## src/hw/sfan_defines.svh

```systemverilog
// constants for the short float add-normalize datapath
`ifndef SFAN_DEFINES_SVH
`define SFAN_DEFINES_SVH
`define SFAN_EXP_W 8
`define SFAN_FRAC_W 24
`define SFAN_WIDE_W 32
`define SFAN_DIGIT 4
`define SFAN_GUARD_LO 4
`define SFAN_OVF_BIT 28
`define SFAN_HI_DIG_LO 24
`define SFAN_EXP_ONE 8'h01
`define SFAN_EXP_ZERO 8'h00
`define SFAN_BR_CARRY 3
`define SFAN_BR_SIGN 2
`define SFAN_BR_RANGE 1
`define SFAN_BR_ZERO 0
`define SFAN_COND_ZERO 2'h0
`define SFAN_COND_NEG 2'h1
`define SFAN_COND_POS 2'h2
`endif

```

## src/hw/sfan_pkg.sv

```systemverilog
// types shared by the short float add-normalize datapath
package sfan_pkg;
	typedef struct packed {
		logic sign;
		logic [6:0] exp;
		logic [23:0] frac;
	} sfan_float_t;
	typedef struct packed {
		logic overflow;
		logic underflow;
		logic significance;
	} sfan_irq_t;
	typedef enum logic [2:0] {
		SFAN_IDLE = 3'b000,
		SFAN_EQUAL = 3'b001,
		SFAN_ADD = 3'b010,
		SFAN_RECOMP = 3'b011,
		SFAN_FOVF = 3'b100,
		SFAN_NORM = 3'b101,
		SFAN_STORE = 3'b110,
		SFAN_ENDOP = 3'b111
	} sfan_state_t;
endpackage : sfan_pkg

```

## src/hw/sfan_core.sv

```systemverilog
// short operand float add-normalize datapath and its microsequence
//
// Decided for this implementation: strobed register access and the address map.
`timescale 1ns/1ps
`include "sfan_defines.svh"
module sfan_core
	import sfan_pkg::*;
(
	input wire logic sys_clk_in,
	input wire logic rstn_in,
	input wire logic start_in,
	input wire sfan_float_t first_op_in,
	input wire sfan_float_t second_op_in,
	input wire logic [3:0] target_operand_field_in,
	input wire logic underflow_mask_in,
	input wire logic significance_mask_in,
	output logic [3:0] microbranch_address_out,
	output logic store_we_out,
	output logic [3:0] store_addr_out,
	output sfan_float_t store_data_out,
	output logic [1:0] condition_code_out,
	output sfan_irq_t irq_req_out,
	output logic end_op_out,
	output logic busy_out
);
	sfan_state_t state_q;
	logic sign1_q, sign2_q;
	logic [`SFAN_EXP_W-1:0] ssum_q;
	logic [`SFAN_EXP_W-1:0] exp_q;
	logic [`SFAN_WIDE_W-1:0] fpa_q, fpb_q;
	logic [3:0] br_q;
	logic [3:0] target_q;
	logic zero_q, sub_q, swap_q;

	// short-operand range test on a difference
	function automatic logic in_range(input logic carry, input logic [7:0] d);
		in_range = carry ? (d[7:3] == 5'h0_0) : (d[7:3] == 5'h1_f);
	endfunction : in_range

	// widen a 24-bit fraction: top digit overflow room, low digit guard
	function automatic logic [31:0] widen(input logic [23:0] f);
		widen = {4'h0, f, 4'h0};
	endfunction : widen

	logic [8:0] diff_w;
	logic carry_w;
	logic [3:0] br_w;
	assign diff_w = {1'b0, 1'b0, second_op_in.exp} + {1'b0, 1'b1, ~first_op_in.exp} + 9'h0_01;
	assign carry_w = diff_w[8];
	always_comb begin
		br_w[`SFAN_BR_CARRY] = carry_w;
		br_w[`SFAN_BR_SIGN] = first_op_in.sign == second_op_in.sign;
		br_w[`SFAN_BR_RANGE] = in_range(carry_w, diff_w[7:0]);
		br_w[`SFAN_BR_ZERO] = diff_w[7:0] == `SFAN_EXP_ZERO;
	end

	logic [`SFAN_WIDE_W-1:0] sum_w;
	assign sum_w = sub_q ? fpa_q + (~fpb_q + 32'h0000_0001) : fpa_q + fpb_q;
	logic hi_zero_w;
	assign hi_zero_w = fpa_q[`SFAN_WIDE_W-5:`SFAN_HI_DIG_LO] == 4'h0;

	always_ff @(posedge sys_clk_in) begin
		if (!rstn_in) begin
			state_q <= SFAN_IDLE;
			sign1_q <= 1'b0;
			sign2_q <= 1'b0;
			ssum_q <= `SFAN_EXP_ZERO;
			exp_q <= `SFAN_EXP_ZERO;
			fpa_q <= 32'h0000_0000;
			fpb_q <= 32'h0000_0000;
			br_q <= 4'h0;
			target_q <= 4'h0;
			zero_q <= 1'b0;
			sub_q <= 1'b0;
			swap_q <= 1'b0;
			microbranch_address_out <= 4'h0;
			store_we_out <= 1'b0;
			store_addr_out <= 4'h0;
			store_data_out <= '0;
			condition_code_out <= `SFAN_COND_ZERO;
			irq_req_out <= '0;
			end_op_out <= 1'b0;
			busy_out <= 1'b0;
		end else begin
			store_we_out <= 1'b0;
			end_op_out <= 1'b0;
			irq_req_out <= '0;
			case (state_q)
			SFAN_IDLE: begin
				if (start_in) begin
					sign1_q <= first_op_in.sign;
					sign2_q <= second_op_in.sign;
					ssum_q <= diff_w[7:0];
					br_q <= br_w;
					microbranch_address_out <= br_w;
					target_q <= target_operand_field_in;
					sub_q <= !br_w[`SFAN_BR_SIGN];
					busy_out <= 1'b1;
					zero_q <= 1'b0;
					// result exponent is the larger one, bit 7 clear
					exp_q <= carry_w ? {1'b0, second_op_in.exp} : {1'b0, first_op_in.exp};
					if (!br_w[`SFAN_BR_RANGE]) begin
						// out of range: larger operand alone becomes the result
						fpa_q <= carry_w ? widen(second_op_in.frac) : widen(first_op_in.frac);
						sign2_q <= carry_w ? second_op_in.sign : first_op_in.sign;
						// no subtraction happens, so the larger operand's sign must survive
						sub_q <= 1'b0;
						swap_q <= 1'b0;
						state_q <= SFAN_FOVF;
					end else begin
						fpa_q <= widen(first_op_in.frac);
						fpb_q <= widen(second_op_in.frac);
						swap_q <= 1'b0;
						state_q <= br_w[`SFAN_BR_ZERO] ? SFAN_ADD : SFAN_EQUAL;
					end
				end
			end
			SFAN_EQUAL: begin
				// shift the smaller-exponent fraction, step difference toward zero
				if (br_q[`SFAN_BR_CARRY]) begin
					fpa_q <= fpa_q >> `SFAN_DIGIT;
					ssum_q <= ssum_q - `SFAN_EXP_ONE;
				end else begin
					fpb_q <= fpb_q >> `SFAN_DIGIT;
					ssum_q <= ssum_q + `SFAN_EXP_ONE;
				end
				// branch looks one cycle ahead of the shift count
				if ((br_q[`SFAN_BR_CARRY] && ssum_q[3:0] == 4'h1)
					|| (!br_q[`SFAN_BR_CARRY] && ssum_q[3:0] == 4'hf)) begin
					state_q <= SFAN_ADD;
				end
			end
			SFAN_ADD: begin
				fpa_q <= sum_w;
				fpb_q <= sum_w;
				zero_q <= sum_w == 32'h0000_0000;
				state_q <= (sub_q && sum_w[`SFAN_WIDE_W-1]) ? SFAN_RECOMP : SFAN_FOVF;
			end
			SFAN_RECOMP: begin
				// take magnitude; sign flips relative to the first operand
				fpa_q <= ~fpa_q + 32'h0000_0001;
				fpb_q <= ~fpa_q + 32'h0000_0001;
				sign1_q <= !sign1_q;
				// normalization entered when the leading digit pattern is insignificant
				state_q <= ((fpa_q[31:27] == 5'h1_f) && (fpa_q[30:0] != 31'h0000_0000)) ?
					SFAN_NORM : SFAN_FOVF;
			end
			SFAN_FOVF: begin
				if (fpa_q[`SFAN_OVF_BIT]) begin
					fpa_q <= fpa_q >> `SFAN_DIGIT;
					exp_q <= exp_q + `SFAN_EXP_ONE;
					state_q <= SFAN_STORE;
				end else if (zero_q || fpa_q == 32'h0000_0000) begin
					state_q <= SFAN_STORE;
				end else begin
					state_q <= hi_zero_w ? SFAN_NORM : SFAN_STORE;
				end
				if (sub_q) begin
					sign2_q <= sign1_q;
				end
			end
			SFAN_NORM: begin
				fpb_q <= fpa_q;
				if (fpa_q[27:24] == 4'h0 && fpa_q[23:0] != 24'h00_0000 &&
					(fpa_q << `SFAN_DIGIT) == 32'h0000_0000) begin
					state_q <= SFAN_STORE;
				end else if (hi_zero_w && fpa_q != 32'h0000_0000) begin
					fpa_q <= fpa_q << `SFAN_DIGIT;
					exp_q <= exp_q - `SFAN_EXP_ONE;
				end else begin
					state_q <= SFAN_STORE;
				end
			end
			SFAN_STORE: begin
				store_we_out <= 1'b1;
				store_addr_out <= target_q;
				state_q <= SFAN_ENDOP;
				if (fpa_q == 32'h0000_0000) begin
					condition_code_out <= `SFAN_COND_ZERO;
					irq_req_out.significance <= significance_mask_in;
					store_data_out <= significance_mask_in ?
						{1'b0, exp_q[6:0], 24'h00_0000} : '0;
				end else if (exp_q[7]) begin
					// carry bit dropped on store, exponent off by 128
					if (!exp_q[6] || underflow_mask_in) begin
						store_data_out <= {sign2_q, exp_q[6:0], fpa_q[27:4]};
						condition_code_out <= sign2_q ? `SFAN_COND_NEG : `SFAN_COND_POS;
					end else begin
						store_data_out <= '0;
						condition_code_out <= `SFAN_COND_ZERO;
					end
					irq_req_out.overflow <= !exp_q[6];
					irq_req_out.underflow <= exp_q[6] && underflow_mask_in;
				end else begin
					store_data_out <= {sign2_q, exp_q[6:0], fpa_q[27:4]};
					condition_code_out <= sign2_q ? `SFAN_COND_NEG : `SFAN_COND_POS;
				end
			end
			SFAN_ENDOP: begin
				end_op_out <= 1'b1;
				busy_out <= 1'b0;
				state_q <= SFAN_IDLE;
			end
			default: begin
				state_q <= SFAN_IDLE;
			end
			endcase
		end
	end

	branch_carry_a: assert property (@(posedge sys_clk_in) disable iff (!rstn_in)
		state_q == SFAN_IDLE && start_in |=> microbranch_address_out[3] == $past(carry_w))
		else $error("branch carry bit wrong");
	branch_sign_a: assert property (@(posedge sys_clk_in) disable iff (!rstn_in)
		state_q == SFAN_IDLE && start_in |=>
		microbranch_address_out[2] == $past(first_op_in.sign == second_op_in.sign))
		else $error("branch sign bit wrong");
	branch_zero_a: assert property (@(posedge sys_clk_in) disable iff (!rstn_in)
		state_q == SFAN_IDLE && start_in && br_w[0] |-> br_w[3])
		else $error("zero difference without carry");
	end_after_store_a: assert property (@(posedge sys_clk_in) disable iff (!rstn_in)
		store_we_out |=> end_op_out)
		else $error("no end op after store");
	end_single_a: assert property (@(posedge sys_clk_in) disable iff (!rstn_in)
		end_op_out |=> !end_op_out)
		else $error("end op longer than one cycle");
	zero_cc_a: assert property (@(posedge sys_clk_in) disable iff (!rstn_in)
		store_we_out && store_data_out[23:0] == 24'h00_0000 |-> condition_code_out == 2'h0)
		else $error("zero result with nonzero code");
	ovf_irq_a: assert property (@(posedge sys_clk_in) disable iff (!rstn_in)
		state_q == SFAN_STORE && fpa_q != 32'h0000_0000 && exp_q[7] && !exp_q[6]
		|=> irq_req_out.overflow)
		else $error("overflow not interrupted");
	norm_exp_a: assert property (@(posedge sys_clk_in) disable iff (!rstn_in)
		state_q == SFAN_NORM && $past(state_q) == SFAN_NORM && fpa_q != $past(fpa_q)
		|-> exp_q == $past(exp_q) - 8'h01)
		else $error("normalize shift without exponent decrement");
	run_length_a: assert property (@(posedge sys_clk_in) disable iff (!rstn_in)
		state_q == SFAN_IDLE && start_in |-> ##[2:40] end_op_out)
		else $error("execution did not end");
	add_path_c: cover property (@(posedge sys_clk_in) disable iff (!rstn_in)
		state_q == SFAN_ADD && !sub_q);
	recomp_c: cover property (@(posedge sys_clk_in) disable iff (!rstn_in)
		state_q == SFAN_RECOMP);
	ovf_c: cover property (@(posedge sys_clk_in) disable iff (!rstn_in) irq_req_out.overflow);
	sig_c: cover property (@(posedge sys_clk_in) disable iff (!rstn_in) irq_req_out.significance);
endmodule : sfan_core

```

## config.mk

```make
export PLATFORM = sky130hd
export DESIGN_NAME = sfan_core
export DESIGN_NICKNAME = d
export VERILOG_FILES = /design/src/hw/sfan_pkg.sv /design/src/hw/sfan_core.sv
export VERILOG_INCLUDE_DIRS = /design/src /design/src/hw
export SDC_FILE = /design/constraint.sdc
export NUM_CORES = 1
export LEC_CHECK = 0
export ABC_AREA = 1
export ABC_CLOCK_PERIOD_IN_PS = 2770
export BUFFER_PORTS_ARGS = -buffer_cell sky130_fd_sc_hd__buf_2
export CORE_MARGIN = 4
export CORE_UTILIZATION = 56
export DETAILED_ROUTE_END_ITERATION = 10
export GPL_TIMING_DRIVEN = 1
export PLACE_DENSITY = 0.89
export SLEW_MARGIN = 20
export SYNTH_ARGS = -nofsm -noshare
export SYNTH_HDL_FRONTEND = slang
export SYNTH_SLANG_ARGS = --single-unit
```

## constraint.sdc

```tcl
create_clock -name sys_clk_in -period 2.77 [get_ports sys_clk_in]
set_input_delay 0.277 -clock sys_clk_in [delete_from_list [all_inputs] [get_ports sys_clk_in]]
set_output_delay 0.277 -clock sys_clk_in [all_outputs]
set_load 0.01 [all_outputs]
```

# Yosys cells after proc, flatten, opt, wreduce, memory -nomap -nowiden
# Index checks and enable logic that the tools add are counted.
dict set report totals {
  wordCells 164
  reg_bits 139
  output_inout_bits 48
  input_bits 73
}
dict set report op_classes {
  n_reduce_logical 46
  eq_ne 22
  addsub 10
  n_mux 57
  n_bitwise 6
}
# op n
set ops {}
lappend ops {{$mux 32} 12}
lappend ops {{$pmux 32 s6} 1}
lappend ops {{$pmux 32 s5} 1}
lappend ops {{$logic_not 32->1} 3}
lappend ops {{$add 32x1->32 const B} 2}
lappend ops {{$add 32x32->32} 2}
lappend ops {{$not 32->32} 2}
lappend ops {{$mux 28} 2}
lappend ops {{$mux 8} 6}
lappend ops {{$reduce_bool 32->1} 1}
lappend ops {{$mux 31} 1}
lappend ops {{$reduce_bool 31->1} 1}
lappend ops {{$pmux 3 s8} 1}
lappend ops {{$pmux 8 s3} 1}
lappend ops {{$reduce_bool 24->1} 1}
lappend ops {{$mux 3} 6}
lappend ops {{$ne 2x2->1 const B} 9}
lappend ops {{$add 8x1->8 const B} 2}
lappend ops {{$mux 2} 8}
lappend ops {{$pmux 8 s2} 1}
lappend ops {{$sub 8x1->8 const B} 2}
lappend ops {{$eq 3x3->1 const B} 4}
lappend ops {{$mux 1} 12}
lappend ops {{$eq 5x5->1 const B} 2}
lappend ops {{other kinds (29)} 58}

# Longest topological paths before layout
dict set report depth {
  depth_word 8
  depth_mapped 22
  mapped_depth_nobuf 21
}

# Worst setup path after synthesis
# Ideal clock, no wire load.
dict set report synth_path {
  path_type {register -> register}
  from {reg state_q[0]}
  to {reg exp_q[7]}
  path_slack_ns 0.093
  n_path_buf 1
  setup_ns 0.086
  path_stages_with_launch 18
  arrival_ns 2.591
  t_required_ns 2.684
  period_less_slack_ns 2.677
  path_cell_list {dfxtp_1 -> inv_2 -> nor2_1 -> inv_2 -> nor2_4 -> clkbuf_1 -> ha_1 -> a21oi_1 -> nand2_1 -> nand2_1 -> nand2_1 -> a21oi_1 -> nor2_1 -> o21ai_0 -> nand2_1 -> a21oi_1 -> o21ai_0 -> a211oi_1}
}
dict set report synth_via {
  elab_chain_len 3
  elab_cells_between_ends 10
  classes_between {eq/ne: 6; mux: 1; reduce/logical: 3}
}
# item line
set synth_rtl {}
lappend synth_rtl {{from (decl)} sfan_core.sv:26} ;# sfan_state_t state_q;
lappend synth_rtl {{from (signal assigned)} sfan_core.sv:114} ;# state_q <= br_w[`SFAN_BR_ZERO] ? SFAN_ADD : SFAN_EQUAL;
lappend synth_rtl {{from (signal assigned)} sfan_core.sv:137} ;# state_q <= (sub_q && sum_w[`SFAN_WIDE_W-1]) ? SFAN_RECOMP : SFAN_FOVF;
lappend synth_rtl {{from (signal assigned)} sfan_core.sv:145} ;# state_q <= ((fpa_q[31:27] == 5'h1_f) && (fpa_q[30:0] != 31'h0000_0000)) ?
lappend synth_rtl {{$eq 3x3->1 / $logic_not 3->1 (equally long branches)} sfan_core.sv:88} ;# case (state_q)
lappend synth_rtl {{$ne 2x2->1 (no line) / $reduce_bool 3->1 (equally long branches)} -}
lappend synth_rtl {{$reduce_and 5->1 (no line)} -}
lappend synth_rtl {{to (signal assigned)} sfan_core.sv:68} ;# exp_q <= `SFAN_EXP_ZERO;
lappend synth_rtl {{to (signal assigned)} sfan_core.sv:101} ;# exp_q <= carry_w ? {1'b0, second_op_in.exp} : {1'b0, first_op_in.exp};
lappend synth_rtl {{to (signal assigned)} sfan_core.sv:151} ;# exp_q <= exp_q + `SFAN_EXP_ONE;
lappend synth_rtl {{to (decl)} sfan_core.sv:29} ;# logic [`SFAN_EXP_W-1:0] exp_q;
# Several ways; a longest one is shown, not always the timed one.
# A chain may end at the register's enable or synchronous reset.

# Worst setup path after layout
dict set report layout_path {
  from {reg fpa_q[1]}
  to {reg fpa_q[21]}
}
dict set report layout_via {
  elab_chain_len 5
  elab_cells_between_ends 15
  classes_between {add/sub: 3; eq/ne: 2; mux: 2; bitwise: 1; reduce/logical: 7}
}
# item line
set layout_rtl {}
lappend layout_rtl {{from (decl)} sfan_core.sv:30} ;# logic [`SFAN_WIDE_W-1:0] fpa_q, fpb_q;
lappend layout_rtl {{from (signal assigned)} sfan_core.sv:104} ;# fpa_q <= carry_w ? widen(second_op_in.frac) : widen(first_op_in.frac);
lappend layout_rtl {{from (signal assigned)} sfan_core.sv:111} ;# fpa_q <= widen(first_op_in.frac);
lappend layout_rtl {{from (signal assigned)} sfan_core.sv:121} ;# fpa_q <= fpa_q >> `SFAN_DIGIT;
lappend layout_rtl {{parallel branches: the longest is 5 deep, another holds $add 32x32->32} -}
# Parallel ways; which one is timed is not known.

==> impl_summary.log <==
INFO  metric std_cell_core_area = roughly 23000 sq um
INFO  metric gpl.final_weighted_congestion = about 1.0
INFO  metric filler_cell_count = approximately 2300
INFO  metric pwr_density_cell = 1230 nW/um^2
INFO  metric hp-class = in -> reg
INFO  metric clk_pin_slew_worst_paths = 0.07 ns
INFO  metric post_synthesis_cell_count = about 2300
INFO  metric cts_sinks = about 130
INFO  metric tritoncts.num_buffers = 17
INFO  metric finalNetCount = approximately 2600
INFO  metric max-clock-path-buffers = 2
INFO  metric antenna-diode-count = 0
INFO  metric max_slew.worst_pin.slew = ~0.89 ns
INFO  metric ant_nets = 0
INFO  metric seqCellArea = 2700 sq um
INFO  metric cts_tree = yes
INFO  metric synthesis.yosys.warnings = 0
INFO  metric avgSynthCellArea = slightly below 6 sq um
INFO  metric antenna_violations_before_repair = 2
INFO  metric fp.dieArea = 26200 sq um
INFO  metric num_vias = 16400
INFO  metric fp.dieW = 162 microns
INFO  metric grt_pass1_vias = between 10000 and 15000
INFO  metric grt_start_max_net_pins = 43
INFO  metric synth_top_flop_cell = sky130_fd_sc_hd__dfxtp_1
INFO  metric netlist_area = 13200 sq um
INFO  metric fmax = 375 MHz
INFO  metric worst_ep_required_time = 3.09 ns
INFO  metric async_flop_share = 0%
INFO  metric synthesis.nets = 2444
INFO  metric die_height = roughly 160 microns
INFO  metric power_spent_charging_and_discharging_nets = approximately 0.011 W
INFO  metric detailedPlacementHpwl = roughly 43000 microns
INFO  metric grt_overflow = 0
INFO  metric path_class = reg -> reg
INFO  metric cts_htree_levels = 4
INFO  metric post_synth_num_cell_types = 56
INFO  metric switching_share = a little under three fifths
INFO  metric timing.critical_path.mode_cell = sky130_fd_sc_hd__nand2_1
INFO  metric unrepaired_setup_endpoints_after_global_routing = yes
INFO  metric critical_path.max_fanout = 21
INFO  metric post_synth_edffs = 0
INFO  metric cp_num_buf_inv = 5
INFO  metric floorplan.initialDensity = 56.6%
INFO  metric cts_root_buf = sky130_fd_sc_hd__clkbuf_16
INFO  metric quantity_of_i_o_buffers_inserted_on_ports = 120
INFO  metric utilization_of_the_core_after_routing = 67.6%
INFO  metric detailroute.wirelength.met2 = 24000 microns
INFO  metric worst_slack_on_hold_paths = 0.111 ns
INFO  metric layout-area-overhead-vs-synth = 19.4%
INFO  metric io-pin-count = 121
INFO  metric met3RoutedLength = 5860 microns
INFO  metric setup-violations-final = 0
INFO  metric grt_pass1_wl = just over 80000 microns
INFO  metric comb_power_share = between 70% and 80%
INFO  metric power_frac_clock = about an eighth
INFO  metric cellLeakagePower = 7.95 nW
INFO  metric insertion_delay = 0.44 ns
INFO  metric grt_usage = ~40%
INFO  metric routed.top_layer = met5
INFO  metric arrival = 2.99 ns
INFO  metric cp-start-kind = flip-flop
INFO  metric crit_path_cell_trace = inv_4 > ha_2 > nand2_2 > nor2_4 > inv_1 > nor2_2 > nand2_1 > nor2_1 > inv_2 > nand2_1 > nand2_1 > nand3_1 > nor2_4 > buf_12 > buf_4 > o21ai_0 > nor2_1
INFO  metric yosys_register_bits = 134
INFO  metric end_kind = flip-flop
INFO  metric drtPass1Iterations = 6
INFO  metric cap_viol_max_count = 0
INFO  metric routed_wirelength = 54000 microns
INFO  metric crit_family = simple AND/OR/NAND/NOR gates
INFO  metric timing.setup.tns = 0 ns
INFO  metric min_period_over_period = 96.3%
INFO  metric final_hold_viol_count = 0
INFO  metric run_status = completed
INFO  metric sequentialPowerShare = 15.2%
INFO  metric timing.max_slew.rel_slack = between 40% and 50%
INFO  metric internal_power = 0.00850 W
INFO  metric critical_path.max_stage_delay = 0.36 ns
INFO  metric multi_input_area = 9290 sq um
INFO  metric minimum_period_implied_by_the_final_worst_setup_slack = roughly 2.7 ns
INFO  metric remaining_drc_errors = 0
INFO  metric slowest_stage = sky130_fd_sc_hd__dfxtp_2
INFO  metric fin_skew = 0.0126 ns
INFO  metric final_layout_size_suffix_gt1_share = 17.5%
INFO  metric ir_worst_vdd = 0.000618 V
INFO  metric ys_seq_area_share = about a fifth
INFO  metric final_max_slew_viol_count = 0
INFO  metric final_cell_mix = 603 x sky130_fd_sc_hd__nand2_1, 309 x sky130_fd_sc_hd__inv_1, 240 x sky130_fd_sc_hd__nor2_1
INFO  metric average_wire_length_per_cell_after_detail_routing = 19.4 microns
INFO  metric dr_iter_0_viols = ~2000
INFO  metric placementRows = 56
INFO  metric layout.cells.most_common = sky130_fd_sc_hd__nand2_1
INFO  metric cts.hold.buffers_added = 0
INFO  metric drt-met1-wl = 21900 microns
INFO  metric route.detailed.vias_per_inst = between 5 and 6
## power by group through the flow
stage	Sequential, W	Combinational [W]	Clock [W]
final	0.00295	0.0142	0.00230
after global routing	0.00299	0.0156	0.00240
after CTS	0.00286	0.0131	0.00231
after detailed placement	0.00290	0.0130	0
after global placement	0.00289	0.0129	0
after floorplan	0.00289	0.00865	0
## cells by family (layout without fill, tap and decap cells)
family	after synthesis	count (layout)	share of synthesized area, %
xor+xnor	16	16	1.11
fa+ha+maj	85	85	8.31
simple gates	1128	1128	36.0
compound gates	489	489	21.3
buf+inv	434	609	13.0
flops	134	134	20.2
## path summary, 6_finish.rpt
| path | cells after the start | endpoint | slack [ns] | from |
|---|---|---|---|---|
| min | 3 | target_q[0] | 0.11 | target_operand_field_in[0] |
| max | 17 | fpa_q[21] | 0.10 | fpa_q[1] |
| max reg2reg | 17 | fpa_q[21] | 0.10 | fpa_q[1] |
| min reg2reg | 2 | target_q[0] | 0.46 | target_q[0] |
## registers in the layout (all words and copies together) (netlist names), 2 cells and up
name and count:
fpa_q 32, fpb_q 32, store_data_out 31, exp_q 8, br_q 4, ssum_q 4, store_addr_out 4, target_q 4
irq_req_out 3, state_q 3, condition_code_out 2
## final cells by class
class                   count  share of cell area (%)
clock buffers              17                    2.69
clock inverters            15                    1.14
inverters                 344                    8.22
multi-input cells        1718                    58.7
flip-flops and latches    134                    17.1
well taps                 319                    2.52
repair buffers            233                    9.63
## worst min-delay path, delay by kind of cell
family / cells / cell delay (ns)
compound gates: 2 / 0.17
buf+inv: 1 / 0.07
## layer usage
metal	up-vias	track usage, %
met5	-	0
met4	2	15.3
met3	178	6.80
met2	969	64.0
met1	7444	53.9
li1	7768	-
## what timing repair did
action	CTS	global route
resized for setup	7	110
setup endpoints to repair	5	56
pin swaps	0	9
setup buffers	0	4
## cell usage after synthesis (11+ instances only)
cell type	count	area, sq um
sky130_fd_sc_hd__o21bai_1	13	97.6
sky130_fd_sc_hd__a31oi_1	19	119
sky130_fd_sc_hd__inv_1	312	1170
sky130_fd_sc_hd__nand3_1	153	766
sky130_fd_sc_hd__a211oi_1	14	105
sky130_fd_sc_hd__o21ai_0	125	626
sky130_fd_sc_hd__nor2_1	256	961
sky130_fd_sc_hd__nand2_2	12	75.1
sky130_fd_sc_hd__a21oi_1	173	866
sky130_fd_sc_hd__nand2_1	614	2300
sky130_fd_sc_hd__xor2_1	11	96.3
sky130_fd_sc_hd__o21ai_1	42	210
sky130_fd_sc_hd__dfxtp_1	134	2680
sky130_fd_sc_hd__nor3_1	30	150
sky130_fd_sc_hd__nand4_1	20	125
sky130_fd_sc_hd__o22ai_1	16	100
sky130_fd_sc_hd__ha_1	80	1000
sky130_fd_sc_hd__buf_2	34	170
sky130_fd_sc_hd__inv_2	29	109
sky130_fd_sc_hd__o211ai_1	49	368
sky130_fd_sc_hd__clkbuf_1	42	158
## per-stage QoR
step | total power, W | setup slack (ns) | std cells | cell area, sq um
finish | 0.0195 | 0.103 | 2780 | 15800
floorplan | 0.0115 | 0.0933 | 2286 | 13200
CTS | 0.0183 | 0.0156 | 2776 | 15400
detailed placement | 0.0159 | -0.0857 | 2744 | 14700
global placement | 0.0158 | -0.0212 | 2744 | 14700
global route | 0.0209 | -0.00890 | 2780 | 15800
(Power assumes the default switching activity.)
